===== src/sib_regs.vh =====
`ifndef SIB_REGS_VH
`define SIB_REGS_VH
// ****************************************
// bus address and timing
// ****************************************
`define SIB_ADDR          7'h40
`define SIB_CLK_MHZ       200
`define SIB_PWRUP_MS      15
`define SIB_PWRUP_CYC     (`SIB_PWRUP_MS * 1000 * `SIB_CLK_MHZ)
`define SIB_VD_NS         400
`define SIB_VD_CYC        ((`SIB_VD_NS * `SIB_CLK_MHZ) / 1000)
`define SIB_OUT_DLY       0
`define SIB_BIT_START     4'hf
`define SIB_BIT_ACK       4'h8
`define SIB_BIT_LAST      4'h7
`endif


===== src/sib_sync.v =====
`timescale 1ns/10ps
module sib_sync
(
   input  wire clk_in,
   input  wire nrst_in,
   input  wire pin_in,
   output reg  level_out
);
   reg [2:0] stage;
   always @(posedge clk_in or negedge nrst_in)
   begin
      if (!nrst_in)
      begin
         stage     <= 3'h7;
         level_out <= 1'b1;
      end
      else
      begin
         stage <= {stage[1:0], pin_in};
         // change only once second and third stages agree
         if (stage[1] == stage[2])
            level_out <= stage[2];
      end
   end
endmodule // sib_sync


===== src/sib_target.v =====
// Function
// - static logic, no minimum clock rate
// - drive data shortly after clock falls
// - only pull lines low or release
// - ready within power-up wait time
// - one fixed target address only
// - match address, acknowledge in ninth clock
// - hold clock low while measuring
`timescale 1ns/10ps
`include "sib_regs.vh"
module sib_target
#(
   parameter PWRUP_CYC = `SIB_PWRUP_CYC
)
(
   input  wire       clk_in,
   input  wire       nrst_in,
   input  wire       scl_in,
   input  wire       sda_in,
   output reg        scl_out,
   output reg        scl_oe_out,
   output reg        sda_out,
   output reg        sda_oe_out,
   output reg        ready_out,
   output reg        rx_valid_out,
   output reg  [7:0] rx_data_out,
   output reg        rx_first_out,
   input  wire [7:0] tx_data_in,
   output reg        tx_take_out,
   input  wire       hold_req_in,
   output reg        busy_out
);
   // ****************************************
   // state encoding
   // ****************************************
   localparam ST_IDLE = 4'h1;
   localparam ST_ADDR = 4'h2;
   localparam ST_WR   = 4'h4;
   localparam ST_RD   = 4'h8;

   wire       scl_s;
   wire       sda_s;
   reg        scl_d;
   reg        sda_d;
   reg [3:0]  state;
   reg [3:0]  bitn;
   reg [7:0]  shreg;
   reg [7:0]  txreg;
   reg        ack_pend;
   reg        rd_nack;
   reg [31:0] pwr_cnt;
   reg [7:0]  dly_cnt;
   reg        dly_act;
   reg        next_sda;

   sib_sync u_scl
   (
      .clk_in    (clk_in),
      .nrst_in   (nrst_in),
      .pin_in    (scl_in),
      .level_out (scl_s)
   );
   sib_sync u_sda
   (
      .clk_in    (clk_in),
      .nrst_in   (nrst_in),
      .pin_in    (sda_in),
      .level_out (sda_s)
   );

   // edges sampled purely from levels; any slow or paused scl works
   wire scl_rise = scl_s & ~scl_d;
   wire scl_fall = ~scl_s & scl_d;
   wire start_c  = scl_s & scl_d & sda_d & ~sda_s;
   wire stop_c   = scl_s & scl_d & ~sda_d & sda_s;

   // ****************************************
   // power-up wait
   // ****************************************
   always @(posedge clk_in or negedge nrst_in)
   begin
      if (!nrst_in)
      begin
         pwr_cnt   <= 32'h0;
         ready_out <= 1'b0;
      end
      else if (!ready_out)
      begin
         pwr_cnt <= pwr_cnt + 32'h1;
         if (pwr_cnt >= PWRUP_CYC - 1)
            ready_out <= 1'b1;
      end
   end

   // ****************************************
   // protocol engine
   // ****************************************
   always @(posedge clk_in or negedge nrst_in)
   begin
      if (!nrst_in)
      begin
         scl_d        <= 1'b1;
         sda_d        <= 1'b1;
         state        <= ST_IDLE;
         bitn         <= 4'h0;
         shreg        <= 8'h00;
         txreg        <= 8'hff;
         ack_pend     <= 1'b0;
         rd_nack      <= 1'b0;
         rx_valid_out <= 1'b0;
         rx_data_out  <= 8'h00;
         rx_first_out <= 1'b0;
         tx_take_out  <= 1'b0;
         dly_cnt      <= 8'h00;
         dly_act      <= 1'b0;
         next_sda     <= 1'b1;
      end
      else
      begin
         scl_d        <= scl_s;
         sda_d        <= sda_s;
         rx_valid_out <= 1'b0;
         tx_take_out  <= 1'b0;
         if (dly_act)
         begin
            dly_cnt <= dly_cnt + 8'h1;
            if (dly_cnt == `SIB_OUT_DLY)
               dly_act <= 1'b0;
         end
         if (!ready_out)
            state <= ST_IDLE;
         else if (stop_c)
            state <= ST_IDLE;
         else if (start_c)
         begin
            state    <= ST_ADDR;
            // the start's own scl fall wraps this to bit 0
            bitn     <= `SIB_BIT_START;
            ack_pend <= 1'b0;
            next_sda <= 1'b1;
         end
         else if (scl_rise && state != ST_IDLE)
         begin
            // data taken on rise; master keeps it through high phase
            if (bitn <= `SIB_BIT_LAST)
               shreg <= {shreg[6:0], sda_s};
            else if (state == ST_RD)
               rd_nack <= sda_s;
         end
         else if (scl_fall && state != ST_IDLE)
         begin
            dly_act <= 1'b1;
            dly_cnt <= 8'h00;
            if (bitn == `SIB_BIT_LAST && state != ST_RD)
            begin
               bitn <= `SIB_BIT_ACK;
               if (state == ST_ADDR)
               begin
                  // single fixed address, no selection
                  if (shreg[7:1] == `SIB_ADDR)
                  begin
                     next_sda <= 1'b0;
                     ack_pend <= 1'b1;
                     state    <= shreg[0] ? ST_RD : ST_WR;
                     rx_first_out <= 1'b1;
                  end
                  else
                     state <= ST_IDLE;
               end
               else
               begin
                  next_sda     <= 1'b0;
                  rx_valid_out <= 1'b1;
                  rx_data_out  <= shreg;
               end
            end
            else if (bitn == `SIB_BIT_ACK)
            begin
               bitn     <= 4'h0;
               ack_pend <= 1'b0;
               rx_first_out <= 1'b0;
               if (state == ST_RD && ack_pend)
               begin
                  txreg       <= {tx_data_in[6:0], 1'b1};
                  next_sda    <= tx_data_in[7];
                  tx_take_out <= 1'b1;
               end
               else if (state == ST_RD && !rd_nack)
               begin
                  txreg       <= {tx_data_in[6:0], 1'b1};
                  next_sda    <= tx_data_in[7];
                  tx_take_out <= 1'b1;
               end
               else if (state == ST_RD)
               begin
                  next_sda <= 1'b1;
                  state    <= ST_IDLE;
               end
               else
                  next_sda <= 1'b1;
            end
            else if (state == ST_RD && bitn == `SIB_BIT_LAST)
            begin
               bitn     <= `SIB_BIT_ACK;
               next_sda <= 1'b1;
            end
            else
            begin
               bitn <= bitn + 4'h1;
               if (state == ST_RD)
               begin
                  next_sda <= txreg[7];
                  txreg    <= {txreg[6:0], 1'b1};
               end
            end
         end
      end
   end

   // ****************************************
   // open-drain pin drivers
   // ****************************************
   // output changes only after short delay past the falling edge,
   // well inside the valid-time window
   always @(posedge clk_in or negedge nrst_in)
   begin
      if (!nrst_in)
      begin
         sda_out    <= 1'b0;
         sda_oe_out <= 1'b0;
         scl_out    <= 1'b0;
         scl_oe_out <= 1'b0;
         busy_out   <= 1'b0;
      end
      else
      begin
         sda_out <= 1'b0;
         scl_out <= 1'b0;
         if (!ready_out || state == ST_IDLE)
            sda_oe_out <= 1'b0;
         else if (!dly_act && !scl_s)
            sda_oe_out <= ~next_sda;
         // clock stretch at any bit, while scl low and not idle
         busy_out   <= hold_req_in & ready_out;
         scl_oe_out <= ready_out & hold_req_in
                       & (scl_oe_out | ~scl_s)
                       & (state != ST_IDLE);
      end
   end
endmodule // sib_target


===== config.mk =====
export PLATFORM = sky130hd
export DESIGN_NAME = sib_target
export DESIGN_NICKNAME = d
export VERILOG_FILES = /design/src/sib_sync.v /design/src/sib_target.v
export VERILOG_INCLUDE_DIRS = /design/src
export SDC_FILE = /design/constraint.sdc
export NUM_CORES = 1
export LEC_CHECK = 0
export BUFFER_PORTS_ARGS = -buffer_cell sky130_fd_sc_hd__buf_4
export CAP_MARGIN = 20
export CORE_MARGIN = 2
export CORE_UTILIZATION = 45
export CTS_BUF_LIST = sky130_fd_sc_hd__clkbuf_16
export CTS_CLUSTER_SIZE = 30
export DETAILED_ROUTE_END_ITERATION = 16
export PLACE_DENSITY = 0.62
export SETUP_SLACK_MARGIN = 0.02
export SYNTH_ARGS = -nofsm -noshare
export SYNTH_HDL_FRONTEND = slang
export SYNTH_SLANG_ARGS = --single-unit
export TNS_END_PERCENT = 50

===== constraint.sdc =====
create_clock -name clk_in -period 2 [get_ports clk_in]
set_input_delay 0.6 -clock clk_in [delete_from_list [all_inputs] [get_ports clk_in]]
set_output_delay 0.6 -clock clk_in [all_outputs]
set_load 0.02 [all_outputs]

# After elaboration in Yosys (flattened, before gate mapping)
# Index checks and enable logic that the tools add are counted.
[totals] register_bits=93 in_bits=13
[op_classes] addsub=3 n_lt_le_gt_ge=2 n_eq_ne=25 mux=75 n_bitwise=22 n_reduce_logical=28
[ops] operator="$mux W8" n=11
[ops] operator="$mux W4" n=19
[ops] operator="$mux W1" n=45
[ops] operator="$add A32 B1 Y32 const B" n=1
[ops] operator="$ge A32 B22 Y1 const B" n=1
[ops] operator="$reduce_and A7 Y1" n=3
[ops] operator="$reduce_and A6 Y1" n=2
[ops] operator="$not A1 Y1" n=11
[ops] operator="$and A1 B1 Y1" n=10
[ops] operator="$ne A5 B1 Y1 const B" n=2
[ops] operator="$ne A5 B5 Y1 const B" n=2
[ops] operator="$reduce_and A9 Y1" n=1
[ops] operator="$add A8 B1 Y8 const B" n=1
[ops] operator="$eq A4 B4 Y1 const B" n=2
[ops] operator="$logic_not A8 Y1" n=1
[ops] operator="$ne A4 B1 Y1 const B" n=2
[ops] operator="$ne A4 B4 Y1 const B" n=2
[ops] operator="$reduce_and A8 Y1" n=1
[ops] operator="$reduce_bool A2 Y1" n=4
[ops] operator="$eq A7 B7 Y1 const B" n=1
[ops] operator="$logic_and A1 B1 Y1" n=7
[ops] operator="$ne A3 B2 Y1 const B" n=2
[ops] operator="$ne A5 B4 Y1 const B" n=1
[ops] operator="$reduce_and A5 Y1" n=1
[ops] operator="16 further kinds" n=22

# Longest topological paths before layout
# Gate-level depths: netlist of the first run.
[logic_depth] depth_word=11 depth_mapped=7 mapped_depth_nobuf=7

# Cells and area by module
# From an unflattened synthesis of the first run, not the netlist that was laid out.
[hier_totals] hier_cells=370 hier_area_um2=4210.3
[modules_own_cells] mod="sib_target" instances=1 cells_per_inst=360 area_per_inst_um2=3977.6
[modules_own_cells] mod="sib_sync" instances=2 cells_per_inst=5 area_per_inst_um2=116.4

# Worst setup path before layout of the first run
# OpenSTA, ideal clock, no wires.
[synth_timing] path_type="register to register" startpoint="register state[0]" endpoint="register rx_data_out[0]" setup_ns=0.125 arrival_ns=1.784 required_ns=1.875 slack_ns=0.091 stages_incl_launch_ff=6 n_path_buf=1 path_cell_list="dfstp_2 -> or4b_4 -> nand3_2 -> or3_1 -> buf_6 -> mux2_4"
[synth_between] elab_chain_cells=4 elab_cells_between_ends=9 cone_classes="3 x eq/ne; 2 x bitwise; 4 x reduce/logical"
[synth_lines] element="from (decl)" line="sib_target.v:45" rtl="reg [3:0] state;"
[synth_lines] element="from (signal assigned)" line="sib_target.v:164" rtl="state <= shreg[0] ? ST_RD : ST_WR;"
[synth_lines] element="$ne A4 B1 Y1" line="sib_target.v:142, sib_target.v:150"
[synth_lines] element="$logic_and A1 B1 Y1" line="sib_target.v:142" rtl="else if (scl_rise && state != ST_IDLE)"
[synth_lines] element="$not A1 Y1 (no source line)"
[synth_lines] element="$reduce_and A7 Y1 (no source line) *"
[synth_lines] element="to (signal assigned)" line="sib_target.v:174" rtl="rx_data_out <= shreg;"
[synth_lines] element="to (decl)" line="sib_target.v:26" rtl="output reg [7:0] rx_data_out,"
# Every way passes the cells marked *; elsewhere a longest branch is shown, timed or not.
# A chain may end at the register's enable or synchronous reset.

# Worst setup path after layout of the first run
[layout_timing] startpoint="register state[0]" endpoint="register bitn[2]"
[layout_between] elab_chain_cells=8 elab_cells_between_ends=16 cone_classes="4 x eq/ne; 6 x mux; 6 x reduce/logical"
[layout_lines] element="$eq A4 B4 Y1" line="sib_target.v:202" rtl="else if (state == ST_RD && bitn == `SIB_BIT_LAST)"
[layout_lines] element="$logic_and A1 B1 Y1 (no source line)"
[layout_lines] element="$mux W4" line="sib_target.v:202"
[layout_lines] element="$mux W4" line="sib_target.v:177" rtl="else if (bitn == `SIB_BIT_ACK)"
[layout_lines] element="$mux W4" line="sib_target.v:154" rtl="if (bitn == `SIB_BIT_LAST && state != ST_RD)"
[layout_lines] element="$mux W4" line="sib_target.v:150" rtl="else if (scl_fall && state != ST_IDLE)"
[layout_lines] element="$mux W4" line="sib_target.v:142"
[layout_lines] element="$mux W4" line="sib_target.v:134" rtl="else if (start_c)"
[layout_lines] element="to (signal assigned)" line="sib_target.v:138" rtl="bitn <= `SIB_BIT_START;"
[layout_lines] element="to (signal assigned)" line="sib_target.v:156" rtl="bitn <= `SIB_BIT_ACK;"
[layout_lines] element="to (signal assigned)" line="sib_target.v:204" rtl="bitn <= `SIB_BIT_ACK;"
[layout_lines] element="to (decl)" line="sib_target.v:46" rtl="reg [3:0] bitn;"
# Several ways; a longest one is shown, not always the timed one. The select of a mux whose other input is x is not followed.

==> flow_metrics.env, run 1 <==
export IMPL_dieArea_sq_um=10240
export IMPL_numPortBuffers=27
export IMPL_io_pins=30
export IMPL_core_sq_um=9196
export IMPL_power_mw=3.626
export IMPL_synth_area_leaders="dfrtp_1 43%, dfstp_2 12%, xnor2_1 5.6%"
export IMPL_syn_inst=370
export IMPL_wl_per_cell_um=14.10
export IMPL_layout_drive_gt1_share_pct=26.43
export IMPL_drtIter0Drc=92
export IMPL_avgSynthCellArea_sq_um=11.48
export IMPL_dpl_cell_area_sq_um=4684
export IMPL_synth_top_cell_area_share_pct=42.99
export IMPL_grt_usage_pct=15.87
export IMPL_die_w_um=101.2
export IMPL_run_status="completed"
export IMPL_async_flop_share_pct=100.0
export IMPL_clock_fmax_mhz=524.3
export IMPL_postRouteAntennaNets=0
export IMPL_globalRouteOverflowTotal=0
export IMPL_syn_area_sq_um=4249
export IMPL_hp_class="in -> async"
export IMPL_n_antenna_cell=0
export IMPL_setup_viol=0
export IMPL_fin_area_sq_um=4985
export IMPL_cts_buffers=9
export IMPL_start_kind="flip-flop"
export IMPL_ctsHoldBuffers=0
export IMPL_whs_ns=0.2981
export IMPL_cts_sinks=92
export IMPL_syn_to_final_growth_pct=17.31
export IMPL_place_congestion=0.8073
export IMPL_viasPerCell=5.426
export IMPL_synth_cell_type_count=63
export IMPL_cts_max_level=3
export IMPL_post_cts_buffers=0
export IMPL_rsz0062_at_grt="no"
export IMPL_layout_min_cycle_time_ns=1.907
export IMPL_crit_fanout=6
export IMPL_nNetsFinal=433
export IMPL_cap_violations=0
export IMPL_yosys_warnings=0
export IMPL_dp_hpwl_um=5156
export IMPL_final_util_pct=54.20
export IMPL_end_kind="flip-flop"
export IMPL_drv_slew=0
export IMPL_critPathKind="reg -> reg"
export IMPL_drc=0
export IMPL_cts_tree="built"
export IMPL_leakage_nw=2.313
export IMPL_ys_flop_type="dfrtp_1"
export IMPL_yosysTopAreaCell="dfrtp_1"
export IMPL_num_vias=2881
export IMPL_routed_wl_um=7486
export IMPL_grt_antenna_before_repair=0
export IMPL_die_h_um=101.2
export IMPL_ctsResizeCount=0
export IMPL_powerDensity_nw_per_um2=727.5
export IMPL_finalSetupTns_ns=0
export IMPL_floorplan_initialDensity_pct=46.20
export IMPL_dr_pass1_iters=4
export IMPL_finalHoldViolations=0
export IMPL_cp_required_ns=2.22
export IMPL_rows=35
export IMPL_crit_arrival_ns=2.13
export IMPL_synth_seq_cells=92
export IMPL_ys_seq_area_share_pct=54.74
export IMPL_clockBufferDepth=2
export IMPL_ir_worst_vdd_uv=415.1
export IMPL_grt_pass1_wl_um=12850
export IMPL_finClkSkew_ns=0.007542
export IMPL_cts_clk_slew_worst_paths_ns=0.06
export IMPL_synth_edf_count=0
export IMPL_timing_final_crit_share_pct=95.37
export IMPL_grt_max_degree=93
export IMPL_clockRootBuffer="clkbuf_16"
export IMPL_grt_pass1_vias=2740
export IMPL_insertion_delay_ns=0.33
==> registers in the layout, summed over array words and instances (netlist names), 3 cells and up <==
name	cells
shreg	8
state	4
dly_cnt	8
pwr_cnt	32
rx_data_out	8
u_scl.stage	3
txreg	7
u_sda.stage	3
bitn	4
==> cells in the final DEF, fill, tap and decap left out, types with 5 or more instances in the layout <==
cell type,Yosys,layout
a21oi_1,9,9
a31oi_1,7,7
and3_1,10,10
buf_4,3,42
clkbuf_16,0,9
dfrtp_1,73,73
dfstp_2,19,19
ha_1,5,5
inv_1,6,7
mux2_2,10,10
mux2_4,8,8
nand2_1,40,40
nand2b_1,6,6
nand3_1,11,11
nand4_1,11,11
nor2_1,27,27
nor3_1,6,6
o21ai_0,9,9
or3_1,5,5
xnor2_1,27,27
xor2_1,11,11
==> synthesized netlist by cell type, drive strengths merged, types with 2 or more instances <==
cell / count
nand3b: 2
nand4b: 3
nor3: 6
mux2: 18
nor2b: 2
clkbuf: 5
o21a: 3
a22o: 2
or3: 5
mux2i: 2
nor4: 6
dfstp: 19
a211oi: 2
inv: 6
buf: 6
and3: 13
a21oi: 9
nand3: 12
nor3b: 2
nand2b: 6
nor4b: 3
and3b: 2
o22a: 2
o21ai: 9
nand2: 40
ha: 5
maj3: 2
and2: 2
a31oi: 7
nand4: 11
nor2: 28
o31ai: 2
dfrtp: 73
or4b: 3
xor2: 11
xnor2: 27
and4: 2
==> layer usage <==
layer	vias to the layer above	part of all wire, %	GRT usage, %
met5	-	0	0
met4	0	2.1	6.445
met3	13	2.9	2.968
met2	46	48	25.62
met1	1422	47	21.21
li1	1400	-	-
==> area by class of cell <==
cell class	count	area, sq um
multi-input combinational	262	1848
clock inverter	7	68.82
clock buffer	9	225.2
timing repair buffer	44	355.3
sequential	92	2326
fill	811	4212
inverter	6	22.52
tap	111	138.9
==> power breakdown <==
part	internal [mW]	switching (mW)	leakage, nW
sequential	1.89	0.0150	1.21
clock	0.961	0.683	0.136
combinational	0.0306	0.0489	0.970
==> metrics by stage <==
step / cells / setup WS [ns]
after floorplan: 371 / 0.09104
after global placement: 515 / 0.1184
after detailed placement: 515 / 0.09739
after CTS: 531 / 0.08799
after global routing: 531 / 0.02031
final: 531 / 0.09255
==> worst max-delay path, cell delays in order (launching register included) <==
cell	delay [ns]
dfstp_2	0.57
or4b_4	0.52
and2_4	0.17
o21a_1	0.24
o21a_1	0.12
o22a_1	0.17
==> final timing paths <==
kind,startpoint,to,slack [ns],cells past startpoint
setup / recovery,state[0],bitn[2],0.09,5
hold / removal,nrst_in,dly_cnt[6],0.30,2
setup reg to reg,state[0],bitn[2],0.09,5
hold reg to reg,u_sda.stage[0],u_sda.stage[1],0.36,0
max in group asynchronous,nrst_in,txreg[7],1.31,2
min in group clk_in,u_sda.stage[0],u_sda.stage[1],0.36,0
==> cells by family after synthesis <==
family | Yosys count | share of synthesized area, %
compound gates | 44 | 7.185
other cells | 1 | 0.08825
buf+inv | 17 | 2.002
fa+ha+maj | 7 | 1.943
flops | 92 | 54.74
xor+xnor | 38 | 7.833
simple gates | 151 | 20.26
mux | 20 | 5.948
Note: power is estimated with default switching activity, not from simulation.
==> run 2: changes to the inputs <==
- ABC_AREA: unset -> 1
- PLACE_DENSITY: 0.62 -> 0.61
==> flow_metrics.env, run 2 <==
export IMPL_synthSimpleGateAreaFrac_pct=29.46
export IMPL_p_sw_share_pct=22.13
export IMPL_startpoint="ready_out"
export IMPL_pwr_share_clk_pct=43.9
export IMPL_grt_antenna_before_repair=0
export IMPL_drtIter0Drc=141
export IMPL_synth_edf_count=0
export IMPL_io_pins=30
export IMPL_reg2reg_slack_ns=0.26
export IMPL_grt_usage_pct=18.10
export IMPL_layout_drive_gt1_share_pct=12.22
export IMPL_ys_seq_area_share_pct=49.52
export IMPL_clockBufferDepth=2
export IMPL_synth_compound_area_share_pct=5.567
export IMPL_critPathKind="reg -> reg"
export IMPL_ys_flop_type="dfrtp_1"
export IMPL_maxSlewHeadroom_pct=47.27
export IMPL_crit_arrival_ns=1.96
export IMPL_layout_commonest_cell="nand2_1"
export IMPL_ir_worst_vdd_uv=378.8
export IMPL_setup_viol=0
export IMPL_place_congestion=0.8380
export IMPL_worstMarginPinSlew_ns=0.7880
export IMPL_powerDensity_nw_per_um2=663.7
export IMPL_syn_area_sq_um=4697
export IMPL_mostFrequentLayoutCells="166 x nand2_1, 84 x nor2_1, 81 x inv_1"
export IMPL_floorplan_initialDensity_pct=45.91
export IMPL_synthMuxAreaShare_pct=1.279
export IMPL_grt_pass1_wl_um=16410
export IMPL_n_antenna_cell=0
export IMPL_clock_fmax_mhz=575.0
export IMPL_dp_hpwl_um=6749
export IMPL_num_vias=3716
export IMPL_rr_startpoint="ready_out"
export IMPL_synth_xor_xnor_area_share_pct=4.289
export IMPL_seqPwrFrac_pct=53.8
export IMPL_globalRouteOverflowTotal=0
export IMPL_yosysTopAreaCell="dfrtp_1"
export IMPL_intPower_mw=2.749
export IMPL_post_cts_buffers=0
export IMPL_cts_sinks=92
export IMPL_hp_class="in -> async"
export IMPL_yosys_warnings=0
export IMPL_synth_top_cell_area_share_pct=38.89
export IMPL_p_switching_mw=0.7815
export IMPL_viasPerCell=4.851
export IMPL_cap_violations=0
export IMPL_power_mw=3.531
export IMPL_syn_inst=593
export IMPL_leakage_nw=2.664
export IMPL_nNetsFinal=643
export IMPL_synth_area_leaders="dfrtp_1 39%, nand2_1 13%, dfstp_2 11%"
export IMPL_cp_required_ns=2.22
export IMPL_largest_register="pwr_cnt"
export IMPL_start_kind="flip-flop"
export IMPL_syn_to_final_growth_pct=13.27
export IMPL_synth_adder_area_share_pct=1.758
export IMPL_dr_pass1_iters=4
export IMPL_grt_pass1_vias=3619
export IMPL_dieArea_sq_um=11270
export IMPL_drc=0
export IMPL_run_status="completed"
export IMPL_die_h_um=106.2
export IMPL_timing_final_crit_share_pct=86.95
export IMPL_largest_reg_flops=32
export IMPL_core_sq_um=10230
export IMPL_cts_clk_slew_worst_paths_ns=0.06
export IMPL_postRouteAntennaNets=0
export IMPL_async_flop_share_pct=100.0
export IMPL_cts_buffers=9
export IMPL_wl_per_cell_um=12.21
export IMPL_rows=37
export IMPL_combinationalPowerShare_pct=2.3
export IMPL_synth_most_common_cell="nand2_1"
export IMPL_routed_wl_um=9353
export IMPL_finClkSkew_ns=0.005084
export IMPL_die_w_um=106.2
export IMPL_grt_max_degree=93
export IMPL_avgSynthCellArea_sq_um=7.921
export IMPL_ys_top_cells_by_count="166 x nand2_1, 84 x nor2_1, 80 x inv_1"
export IMPL_clockRootBuffer="clkbuf_16"
export IMPL_finalSetupTns_ns=0
export IMPL_end_kind="flip-flop"
export IMPL_whs_ns=0.2817
export IMPL_rsz0062_at_grt="yes"
export IMPL_crit_fanout=10
export IMPL_numPortBuffers=27
export IMPL_cts_tree="built"
export IMPL_layout_min_cycle_time_ns=1.739
export IMPL_synth_cell_type_count=40
export IMPL_cts_max_level=3
export IMPL_drv_slew=0
export IMPL_synth_seq_cells=92
export IMPL_synth_top_family_by_area="simple AND/OR/NAND/NOR gates"
export IMPL_insertion_delay_ns=0.34
export IMPL_finalHoldViolations=0
==> run 2: worst paths after layout <==
check | depth (start not counted) | endpoint
max | 6 | pwr_cnt[30]
min | 2 | rx_valid_out
max reg2reg | 6 | pwr_cnt[30]
min reg2reg | 0 | u_scl.stage[1]
max in group asynchronous | 2 | txreg[4]
min in group clk_in | 0 | u_scl.stage[1]
==> run 2: final cells by class <==
class	instances	area, sq um
fillers	1000	4911
flip-flops and latches	92	2326
multi-input cells	410	2004
inverters	81	304.0
repair buffers	31	245.2
clock buffers	9	225.2
well taps	136	170.2
clock inverters	7	45.04
==> run 2: metrics by stage <==
step           std cells  instance area (sq um)  setup slack [ns]  utilization (%)
6_report             766                   5320            0.2609            52.00
5_1_grt              766                   5320           0.01749            52.00
2_1_floorplan        594                   4701            0.5276                -
3_5_place_dp         750                   5042            0.2157            49.28
3_3_place_gp         750                   5042            0.2674            49.28
4_1_cts              766                   5313            0.1980            51.93
==> run 2: kinds of logic (layout without fill, tap and decap cells) <==
family	after synthesis	after routing
and+or+nand+nor	324	324
DFF	92	92
buffers and inverters	92	128
AOI/OAI and AO/OA	48	48
xor gates and xnor gates	23	23
adders and majority gates	7	7
muxes	6	6
other	1	2
==> run 2: routing by layer <==
| layer | routed length [um] | track usage (%) | vias to the layer above |
|---|---|---|---|
| li1 | - | - | 1924 |
| met1 | 4572 | 23.90 | 1746 |
| met2 | 4462 | 30.13 | 36 |
| met3 | 179 | 2.514 | 10 |
| met4 | 138 | 7.237 | 0 |
| met5 | 0 | 0 | - |
==> run 2: worst max-delay path, stage by stage (launching register included) <==
cell     delay [ns]
dfrtp_1        0.50
buf_4          0.23
nor2_1         0.18
nor3b_1        0.34
nand2_2        0.14
o21ai_0        0.17
nand2_1        0.06
==> run 2: power by group through the flow <==
stage          registers [mW]  clock network [mW]  logic [mW]
4_1_cts                  1.90                1.60      0.0835
3_3_place_gp             1.93                   0      0.0834
5_1_grt                  1.90                1.68      0.0930
3_5_place_dp             1.93                   0      0.0834
2_1_floorplan            1.93                   0      0.0235
6_report                 1.90                1.55      0.0795
==> run 2: timing repair <==
item | 4_1_cts | 5_1_grt
gates resized for setup | 0 | 1
endpoints found under the hold margin | 0 | 0
setup endpoints to repair | 0 | 8
hold buffers | 0 | 0
